**src/design/sspm_map.svh**
```systemverilog
`ifndef SSPM_MAP_SVH
`define SSPM_MAP_SVH

// register offsets (byte addresses on apb)
`define SSPM_CTRL_OFS     12'h000
`define SSPM_STAT_OFS     12'h004
`define SSPM_BUF_OFS      12'h008
`define SSPM_PER_OFS      12'h00C
`define SSPM_ISTAT_OFS    12'h010
`define SSPM_IMASK_OFS    12'h014

// field layouts and reset values
`define SSPM_CTRL_W       7
`define SSPM_CTRL_RST     7'h00
`define SSPM_PER_RST      8'h00
`define SSPM_IRQ_W        2
`define SSPM_IRQ_DONE     0
`define SSPM_IRQ_COLL     1

// bit-rate select codes
`define SSPM_RATE_DIV4    2'h0
`define SSPM_RATE_DIV16   2'h1
`define SSPM_RATE_DIV64   2'h2
`define SSPM_RATE_TMR     2'h3

// half bit periods in oscillator cycles
`define SSPM_HALF_DIV4    6'h02
`define SSPM_HALF_DIV16   6'h08
`define SSPM_HALF_DIV64   6'h20

// period timer counts instruction cycles of four oscillator cycles
`define SSPM_PRESC_LAST   2'h3

// reference point of the fastest rate
`define SSPM_REF_FOSC_HZ  20000000
`define SSPM_REF_RATE_BPS 5000000

`endif

```
**src/design/sspm_pkg.sv**
```systemverilog
package sspm_pkg;

    // control register layout, msb first
    typedef struct packed {
        logic       sdo_en;
        logic       input_sample_phase;
        logic       edge_sel;
        logic       clock_idle_polarity;
        logic [1:0] rate;
        logic       en;
    } sspm_ctrl_s;

    // serial pins driven by the master
    typedef struct packed {
        logic sck;
        logic sdo;
        logic sdo_oe;
    } sspm_pins_s;

    typedef enum logic {
        SSPM_IDLE,
        SSPM_RUN
    } sspm_state_e;

endpackage : sspm_pkg

```
**src/design/sspm_top.sv**
```systemverilog
// Function
// - writing a byte into the transfer buffer starts the shift at once.
// - with the data output disabled the input is still shifted in at rate.
// - bit clock is osc/4, osc/16, osc/64 or period timer output/2.
// - the fastest rate gives 5 Mbps from a 20 MHz oscillator.
// - sck is an output whose idle level follows clock_idle_polarity.
// - edge select set puts each data bit out before its sck edge.
// - input is sampled mid bit or at end of bit per input_sample_phase.
// - in sleep every port clock stops and the transfer freezes in place.
// - after wake the transfer resumes from the bit where it stopped.
//
// The APB slave port and the register offsets are this design's own decisions.
`timescale 1ns/1ps
`include "sspm_map.svh"

module sspm_top #(
    parameter int BITS = 8
) (
    // apb slave
    input  wire logic                pclk,
    input  wire logic                presetn,
    input  wire logic                psel,
    input  wire logic                penable,
    input  wire logic                pwrite,
    input  wire logic [11:0]         paddr,
    input  wire logic [31:0]         pwdata,
    output logic      [31:0]         prdata,
    output logic                     pready,
    output logic                     pslverr,
    // serial pins
    output sspm_pkg::sspm_pins_s     spi_out,
    input  wire logic                sdi,
    // power state and interrupt
    input  wire logic                sleep_req,
    output logic                     irq
);
    import sspm_pkg::*;

    localparam int        CW    = $clog2(2 * BITS + 1);
    localparam logic [CW-1:0] LAST = CW'(2 * BITS);

    // bit count must fit the shifters and the data bus
    if (BITS < 2 || BITS > 16)
    begin : g_bits_chk
        $error("sspm_top: BITS must lie in 2..16");
    end
    // fastest divider must equal the reference rate ratio
    if (`SSPM_REF_FOSC_HZ / `SSPM_REF_RATE_BPS
        != 2 * int'(`SSPM_HALF_DIV4))
    begin : g_rate_chk
        $error("sspm_top: fastest divider does not match reference");
    end

    sspm_ctrl_s               ctrl_r;
    sspm_state_e              state_r;
    logic [7:0]               period_r;
    logic [BITS-1:0]          rxbuf_r;
    logic [BITS-1:0]          tx_sh_r;
    logic [BITS-1:0]          serial_shift_register_r;
    logic [BITS-1:0]          ssr_nxt;
    logic                     bf_r;
    logic [`SSPM_IRQ_W-1:0]   istat_r;
    logic [`SSPM_IRQ_W-1:0]   imask_r;
    logic [CW-1:0]            tick_r;
    logic [5:0]               half_cnt_r;
    logic [5:0]               half_lim;
    logic [1:0]               presc_r;
    logic [7:0]               tmr_r;
    logic                     sdi_s1_r;
    logic                     sdi_s2_r;
    logic                     slp_s1_r;
    logic                     slp_s2_r;
    logic [1:0]               samp_dly_r;

    logic                     run_en;
    logic                     busy;
    logic                     acc;
    logic                     wr_fire;
    logic                     rd_fire;
    logic                     mapped;
    logic [31:0]              rd_val;
    logic                     buf_wr;
    logic                     start;
    logic                     coll;
    logic                     tmr_match;
    logic                     half_tick;
    logic                     toggle;
    logic                     shift_out;
    logic                     sample;
    logic                     done;
    logic                     odd_k;

    // pin inputs pass two flops before any logic reads them
    always_ff @(posedge pclk or negedge presetn)
    begin
        if (!presetn)
        begin
            sdi_s1_r <= 1'b0;
            sdi_s2_r <= 1'b0;
            slp_s1_r <= 1'b0;
            slp_s2_r <= 1'b0;
            samp_dly_r <= 2'h0;
        end
        else
        begin
            sdi_s1_r <= sdi;
            sdi_s2_r <= sdi_s1_r;
            slp_s1_r <= sleep_req;
            slp_s2_r <= slp_s1_r;
            samp_dly_r <= {samp_dly_r[0], sample && (tick_r != LAST)};
        end
    end

    // sleep halts every clock of the port, state stays put
    assign run_en = ~slp_s2_r;
    assign busy   = (state_r == SSPM_RUN);

    // apb: one wait state, effects land on the pready edge
    assign acc     = psel & penable & ~pready;
    assign wr_fire = psel & penable & pready & pwrite;
    assign rd_fire = psel & penable & pready & ~pwrite;

    // register read mux and address decode
    always_comb
    begin
        rd_val = 32'h0000_0000;
        mapped = 1'b1;
        unique case (paddr)
            `SSPM_CTRL_OFS:  rd_val[`SSPM_CTRL_W-1:0] = ctrl_r;
            `SSPM_STAT_OFS:  rd_val[2:0] = {slp_s2_r, busy, bf_r};
            `SSPM_BUF_OFS:   rd_val[BITS-1:0] = rxbuf_r;
            `SSPM_PER_OFS:   rd_val[7:0] = period_r;
            `SSPM_ISTAT_OFS: rd_val[`SSPM_IRQ_W-1:0] = istat_r;
            `SSPM_IMASK_OFS: rd_val[`SSPM_IRQ_W-1:0] = imask_r;
            default:         mapped = 1'b0;
        endcase
    end

    // answer flops: data and error are valid with pready only
    always_ff @(posedge pclk or negedge presetn)
    begin
        if (!presetn)
        begin
            pready  <= 1'b0;
            pslverr <= 1'b0;
            prdata  <= 32'h0000_0000;
        end
        else
        begin
            pready  <= acc;
            pslverr <= acc & ~mapped;
            prdata  <= (acc && !pwrite) ? rd_val : 32'h0000_0000;
        end
    end

    // writable configuration
    always_ff @(posedge pclk or negedge presetn)
    begin
        if (!presetn)
        begin
            ctrl_r   <= sspm_ctrl_s'(`SSPM_CTRL_RST);
            period_r <= `SSPM_PER_RST;
            imask_r  <= '0;
        end
        else if (wr_fire)
        begin
            if (paddr == `SSPM_CTRL_OFS)
                ctrl_r <= sspm_ctrl_s'(pwdata[`SSPM_CTRL_W-1:0]);
            if (paddr == `SSPM_PER_OFS)
                period_r <= pwdata[7:0];
            if (paddr == `SSPM_IMASK_OFS)
                imask_r <= pwdata[`SSPM_IRQ_W-1:0];
        end
    end

    // a buffer write starts a transfer, no separate go bit
    assign buf_wr = wr_fire && (paddr == `SSPM_BUF_OFS);
    assign start  = buf_wr & ctrl_r.en & ~busy;
    // a write while shifting is dropped and flagged
    assign coll   = buf_wr & busy;

    // period timer counts instruction cycles, rolls at period
    assign tmr_match = (presc_r == `SSPM_PRESC_LAST)
                     && (tmr_r == period_r);

    always_ff @(posedge pclk or negedge presetn)
    begin
        if (!presetn)
        begin
            presc_r <= 2'h0;
            tmr_r   <= 8'h00;
        end
        else if (!ctrl_r.en || ctrl_r.rate != `SSPM_RATE_TMR)
        begin
            presc_r <= 2'h0;
            tmr_r   <= 8'h00;
        end
        else if (run_en)
        begin
            presc_r <= presc_r + 2'h1;
            if (presc_r == `SSPM_PRESC_LAST)
                tmr_r <= tmr_match ? 8'h00 : tmr_r + 8'h01;
        end
    end

    // half bit length; fixed dividers give osc/4, /16, /64
    always_comb
    begin
        unique case (ctrl_r.rate)
            `SSPM_RATE_DIV4:  half_lim = `SSPM_HALF_DIV4;
            `SSPM_RATE_DIV16: half_lim = `SSPM_HALF_DIV16;
            `SSPM_RATE_DIV64: half_lim = `SSPM_HALF_DIV64;
            default:          half_lim = `SSPM_HALF_DIV4;
        endcase
    end

    // half bit enable; timer rate halves the timer match rate
    assign half_tick = busy & run_en
                     & ((ctrl_r.rate == `SSPM_RATE_TMR)
                        ? tmr_match
                        : (half_cnt_r == half_lim - 6'h01));

    always_ff @(posedge pclk or negedge presetn)
    begin
        if (!presetn)
            half_cnt_r <= 6'h00;
        else if (start || half_tick)
            half_cnt_r <= 6'h00;
        else if (busy && run_en)
            half_cnt_r <= half_cnt_r + 6'h01;
    end

    // half bit k: sck toggles on k < 2*BITS, k = 2*BITS ends it
    assign odd_k  = tick_r[0];
    assign toggle = half_tick && (tick_r < LAST);
    assign done   = half_tick && (tick_r == LAST);

    // edge set: bit changes on return to idle, ahead of its edge
    // edge clear: bit changes on the edge leaving idle
    assign shift_out = half_tick
        && (ctrl_r.edge_sel
            ? (odd_k && tick_r < LAST - CW'(1))
            : (!odd_k && tick_r != '0 && tick_r < LAST));

    // mid-bit sample sits on the transferring edge, end one half later
    assign sample = half_tick
        && (ctrl_r.input_sample_phase
            ? (ctrl_r.edge_sel ? (odd_k && tick_r < LAST)
                               : (!odd_k && tick_r != '0))
            : (ctrl_r.edge_sel ? (!odd_k && tick_r < LAST)
                               : (odd_k && tick_r < LAST)));

    // input shifts regardless of the data output enable; a sample before k = 2*BITS waits
    // out the two flop lag so it sees the pin as it was at its sck edge
    assign ssr_nxt = (samp_dly_r[1] || (sample && tick_r == LAST))
        ? {serial_shift_register_r[BITS-2:0], sdi_s2_r}
        : serial_shift_register_r;

    // transfer sequencer
    always_ff @(posedge pclk or negedge presetn)
    begin
        if (!presetn)
        begin
            state_r <= SSPM_IDLE;
            tick_r  <= '0;
        end
        else if (start)
        begin
            state_r <= SSPM_RUN;
            tick_r  <= '0;
        end
        else if (done)
        begin
            state_r <= SSPM_IDLE;
            tick_r  <= '0;
        end
        else if (half_tick) // frozen while asleep
            tick_r <= tick_r + CW'(1);
    end

    // shift registers keep their bits across sleep
    always_ff @(posedge pclk or negedge presetn)
    begin
        if (!presetn)
        begin
            tx_sh_r                 <= '0;
            serial_shift_register_r <= '0;
        end
        else if (start)
        begin
            tx_sh_r                 <= pwdata[BITS-1:0];
            serial_shift_register_r <= '0;
        end
        else
        begin
            if (shift_out)
                tx_sh_r <= {tx_sh_r[BITS-2:0], 1'b0};
            serial_shift_register_r <= ssr_nxt;
        end
    end

    // pins; sck rests at the idle level whenever no byte is moving
    always_ff @(posedge pclk or negedge presetn)
    begin
        if (!presetn)
        begin
            spi_out <= '0;
        end
        else
        begin
            spi_out.sdo_oe <= ctrl_r.en & ctrl_r.sdo_en;
            if (!busy || done)
                spi_out.sck <= ctrl_r.clock_idle_polarity;
            else if (toggle)
                spi_out.sck <= ~spi_out.sck;
            if (start)
                spi_out.sdo <= pwdata[BITS-1];
            else if (shift_out)
                spi_out.sdo <= tx_sh_r[BITS-2];
        end
    end

    // received byte lands in the buffer; set beats a same-cycle read
    always_ff @(posedge pclk or negedge presetn)
    begin
        if (!presetn)
        begin
            rxbuf_r <= '0;
            bf_r    <= 1'b0;
        end
        else if (done)
        begin
            rxbuf_r <= ssr_nxt;
            bf_r    <= 1'b1;
        end
        else if (rd_fire && paddr == `SSPM_BUF_OFS)
            bf_r <= 1'b0;
    end

    // sticky event bits, write one to clear, a new event wins
    always_ff @(posedge pclk or negedge presetn)
    begin
        if (!presetn)
            istat_r <= '0;
        else
        begin
            for (int i = 0; i < `SSPM_IRQ_W; i++)
            begin
                if ((i == `SSPM_IRQ_DONE && done)
                    || (i == `SSPM_IRQ_COLL && coll))
                    istat_r[i] <= 1'b1;
                else if (wr_fire && paddr == `SSPM_ISTAT_OFS
                         && pwdata[i])
                    istat_r[i] <= 1'b0;
            end
        end
    end

    // level interrupt, one cycle behind the status bits
    always_ff @(posedge pclk or negedge presetn)
    begin
        if (!presetn)
            irq <= 1'b0;
        else
            irq <= |(istat_r & imask_r);
    end

endmodule : sspm_top

```
**config.mk**
```make
export PLATFORM = sky130hd
export DESIGN_NAME = sspm_top
export DESIGN_NICKNAME = d
export VERILOG_FILES = /design/src/design/sspm_pkg.sv /design/src/design/sspm_top.sv
export VERILOG_INCLUDE_DIRS = /design/src /design/src/design
export SDC_FILE = /design/constraint.sdc
export NUM_CORES = 1
export LEC_CHECK = 0
export BUFFER_PORTS_ARGS = -buffer_cell sky130_fd_sc_hd__buf_4
export CORE_UTILIZATION = 55
export DETAILED_ROUTE_END_ITERATION = 16
export PLACE_DENSITY = 0.8
export SETUP_SLACK_MARGIN = 0.5
export SLEW_MARGIN = 0
export SYNTH_ARGS = -nofsm -noshare
export SYNTH_HDL_FRONTEND = slang
export SYNTH_SLANG_ARGS = --single-unit
```
**constraint.sdc**
```tcl
create_clock -name pclk -period 6.59 [get_ports pclk]
set_input_delay 0.659 -clock pclk [delete_from_list [all_inputs] [get_ports pclk]]
set_output_delay 0.659 -clock pclk [all_outputs]
set_load 0.05 [all_outputs]
```
==> impl_metrics.ini <==
[grt]
antenna_found_initial = 0
grt_pass1_vias = 3097
grtUsageTotal_pct = 23.5
grt_pass1_wl_mm = 15.3
grt_overflow = 0
grt_start_max_net_pins = 86

[detailed_routing]
vias_per_cell = 5.77
vias = 3251
ant_nets = 0
firstDrtPassIters = 4
first_iter_violations = 167
totalWireLength_mm = 9.09
drc_errors = 0
wire_per_inst_um = 16.2

[power_and_ir_drop]
powerDensity_mw_per_mm2 = 299
peakVddDrop_mv = 0.208
leakage_nw = 2.26
power_w = 0.00146

[critical_path]
crit_type = in -> reg
slowest_stage = and3_1
crit_chain = buf_4 > or4_4 > nor4_4 > and2_1 > and3_1 > nand2_1 > o21ai_2
crit_fanout = 25
crit_start = paddr[7]
worst_ep_arrival_time_ps = 3360
worstPathRequired_ps = 6870
critPathMaxStageDelay_ps = 900
rrSetupSlack_ps = 3660
r2r_cells = 8
worstReg2RegStart = ctrl_r[1]
endpoint_kind = register
cp-start-kind = input port
rr_endpoint = tx_sh_r[2]
endpoint = tx_sh_r[2]

[cts]
clkSlewWorstSetupHoldPaths_ps = 90
cts_setup_buffers = 0
cts_resized = 0
numCtsBuffers = 9
clock-sinks = 85
cts_max_level = 3
max-clock-path-buffers = 2
clk_latency_ps = 360
tritoncts = built
cts_root_buf = clkbuf_8
hold_buffers = 0

[timing]
hold_viol_final = 0
setup_slack_ps = 3510
fin_setup_tns_ps = 0
relSlewSlack_pct = 21.6
fmax_mhz = 325
setup_viol_count_final = 0
slew_viol_final = 0
worst_pin_slew_ps = 1170
fin_worst_skew_ps = 8.28
rsz0062_at_grt = no
finalCriticalPeriod_ps = 3080
post-route-period-util_pct = 46.7

[final_layout]
regArea_mm2 = 0.00213
areaGrowthSynthToFinish_pct = 10.5
layout.cells.non_filler = 563
multi_input_comb_area_mm2 = 0.00208
nets = 515
fin_area_mm2 = 0.00489
diodes = 0
nFillCells = 619
drive_above_1_share_pct = 18.9

[yosys]
ys.flop_type = dfrtp_1
synth_seq_cells = 85
synth_cells = 422
synth-seq-area-share_pct = 48.1
synth_edf_count = 0
yosys_warnings = 0
ys_types = 59
synth.avg_cell_area_um2 = 10.5
synth_area_mm2 = 0.00442
synthArstFlopShare_pct = 100

[placement]
placed_area_mm2 = 0.00466
numPlacedInstances = 547
numPortBuffers = 40
dpl.hpwl_mm = 6.45
dp_slack_ps = 3110
gp_congestion = 0.789

[floorplan]
core-area_mm2 = 0.00777
die_height_um = 91.7
initial_utilization_pct = 56.9
dieArea_mm2 = 0.00840
die_w_um = 91.7
num_rows = 32
io_pins = 89

[run]
cap_viol_max_count = 0

[worst_hold_path]
holdPathStages = 0
holdCritPathClass = reg -> reg

[status]
status = finished, final reports clean
metrics by stage:
step	utilization [%]	hold WS (ps)
final	62.9	355
after global placement	60.0	333
after detailed placement	60.0	339
after CTS	62.9	355
after global routing	62.9	361
after floorplan	-	331
cell usage after synthesis (all sizes together) (5+ instances only):
library cell   n  share of area (%)
clkbuf         8               0.68
buf           32                5.5
mux2i         20                4.5
ha             8                2.3
xor2           7                1.4
nand2         46                3.9
dfrtp         85                 48
nor2          26                2.2
and3           7               0.99
o21ai         38                4.9
a22oi          6                1.0
inv            7               0.59
mux2          18                4.6
xnor2         12                2.4
nand3         14                1.6
nand4          5                1.0
nand2b         6               0.85
a21oi         13                1.5
nand3b         9                1.5
worst min-delay path by stage:
stage | startpoint | end | slack [ps]
5_1_grt | slp_s1_r | slp_s2_r | 360
2_1_floorplan | samp_dly_r[0] | samp_dly_r[1] | 330
3_5_place_dp | samp_dly_r[0] | samp_dly_r[1] | 340
4_1_cts | slp_s1_r | slp_s2_r | 350
3_3_place_gp | sdi_s1_r | sdi_s2_r | 330
6_report | slp_s1_r | slp_s2_r | 350
cell type report:
type	count	share of cell area (%)
Clock buffer	11	2.89
Clock inverter	5	1.69
Inverter	7	0.538
Multi-Input combinational cell	313	42.6
Sequential cell	85	43.5
Tap cell	102	2.61
Timing Repair Buffer	40	6.15
cells by family after synthesis:
group	count (synthesis)	synth area share, %
other cells	1	0.0848
simple gates	140	16.6
flops	85	48.1
buf+inv	47	6.76
fa+ha+maj	8	2.26
xor+xnor	19	3.76
compound gates	83	12.8
mux	39	9.62
critical path, delay by kind of cell:
kind	cells	cell delay (ps)
buffers and inverters	1	110
AO/OA/AOI/OAI	1	110
AND/OR/NAND/NOR	5	2470
where the power goes:
part	leakage [nW]	internal, W	switching, W	total (W)
clock network	0.114	0.000225	0.000186	0.000411
logic	1.05	0.000152	0.000206	0.000357
registers	1.09	0.000605	0.0000895	0.000694
total	2.26	0.000982	0.000481	0.00146
layer usage:
layer	wire length, um	vias to the layer above	GRT usage [%]
li1	-	1523	-
met1	3890	1579	32.0
met2	4350	124	36.7
met3	568	25	3.81
met4	278	0	11.8
met5	0	-	0
cells in the final DEF (no fill, tap or decap), types with 3 or more instances in the layout:
cell type,synthesis,layout
o21ai_0,29,29
nor4_1,3,3
a21oi_1,13,13
o31ai_1,3,3
a2bb2oi_1,4,4
and3_1,7,7
nor2_1,26,26
xnor2_1,12,12
a22oi_1,6,6
nand2_1,46,46
nand3_1,14,14
mux2i_1,20,20
nand3b_1,9,9
nand2b_1,6,6
xor2_1,7,7
clkbuf_8,0,10
and2_1,3,3
inv_1,7,7
ha_1,8,8
dfrtp_1,85,85
buf_4,26,40
conb_1,1,24
nor2b_1,3,3
o21ai_2,7,7
mux2_2,18,18
or3_1,4,4
nor3_1,4,4
nand4_1,4,4
state kept, by name, summed over array words and instances (netlist names), 2 cells and up:
name,cells
ctrl_r,7
istat_r,2
rxbuf_r,8
tmr_r,8
imask_r,2
samp_dly_r,2
presc_r,2
period_r,8
serial_shift_register_r,8
spi_out,3
tick_r,5
half_cnt_r,6
prdata,8
tx_sh_r,7
Power figures use the tool's default switching activity.
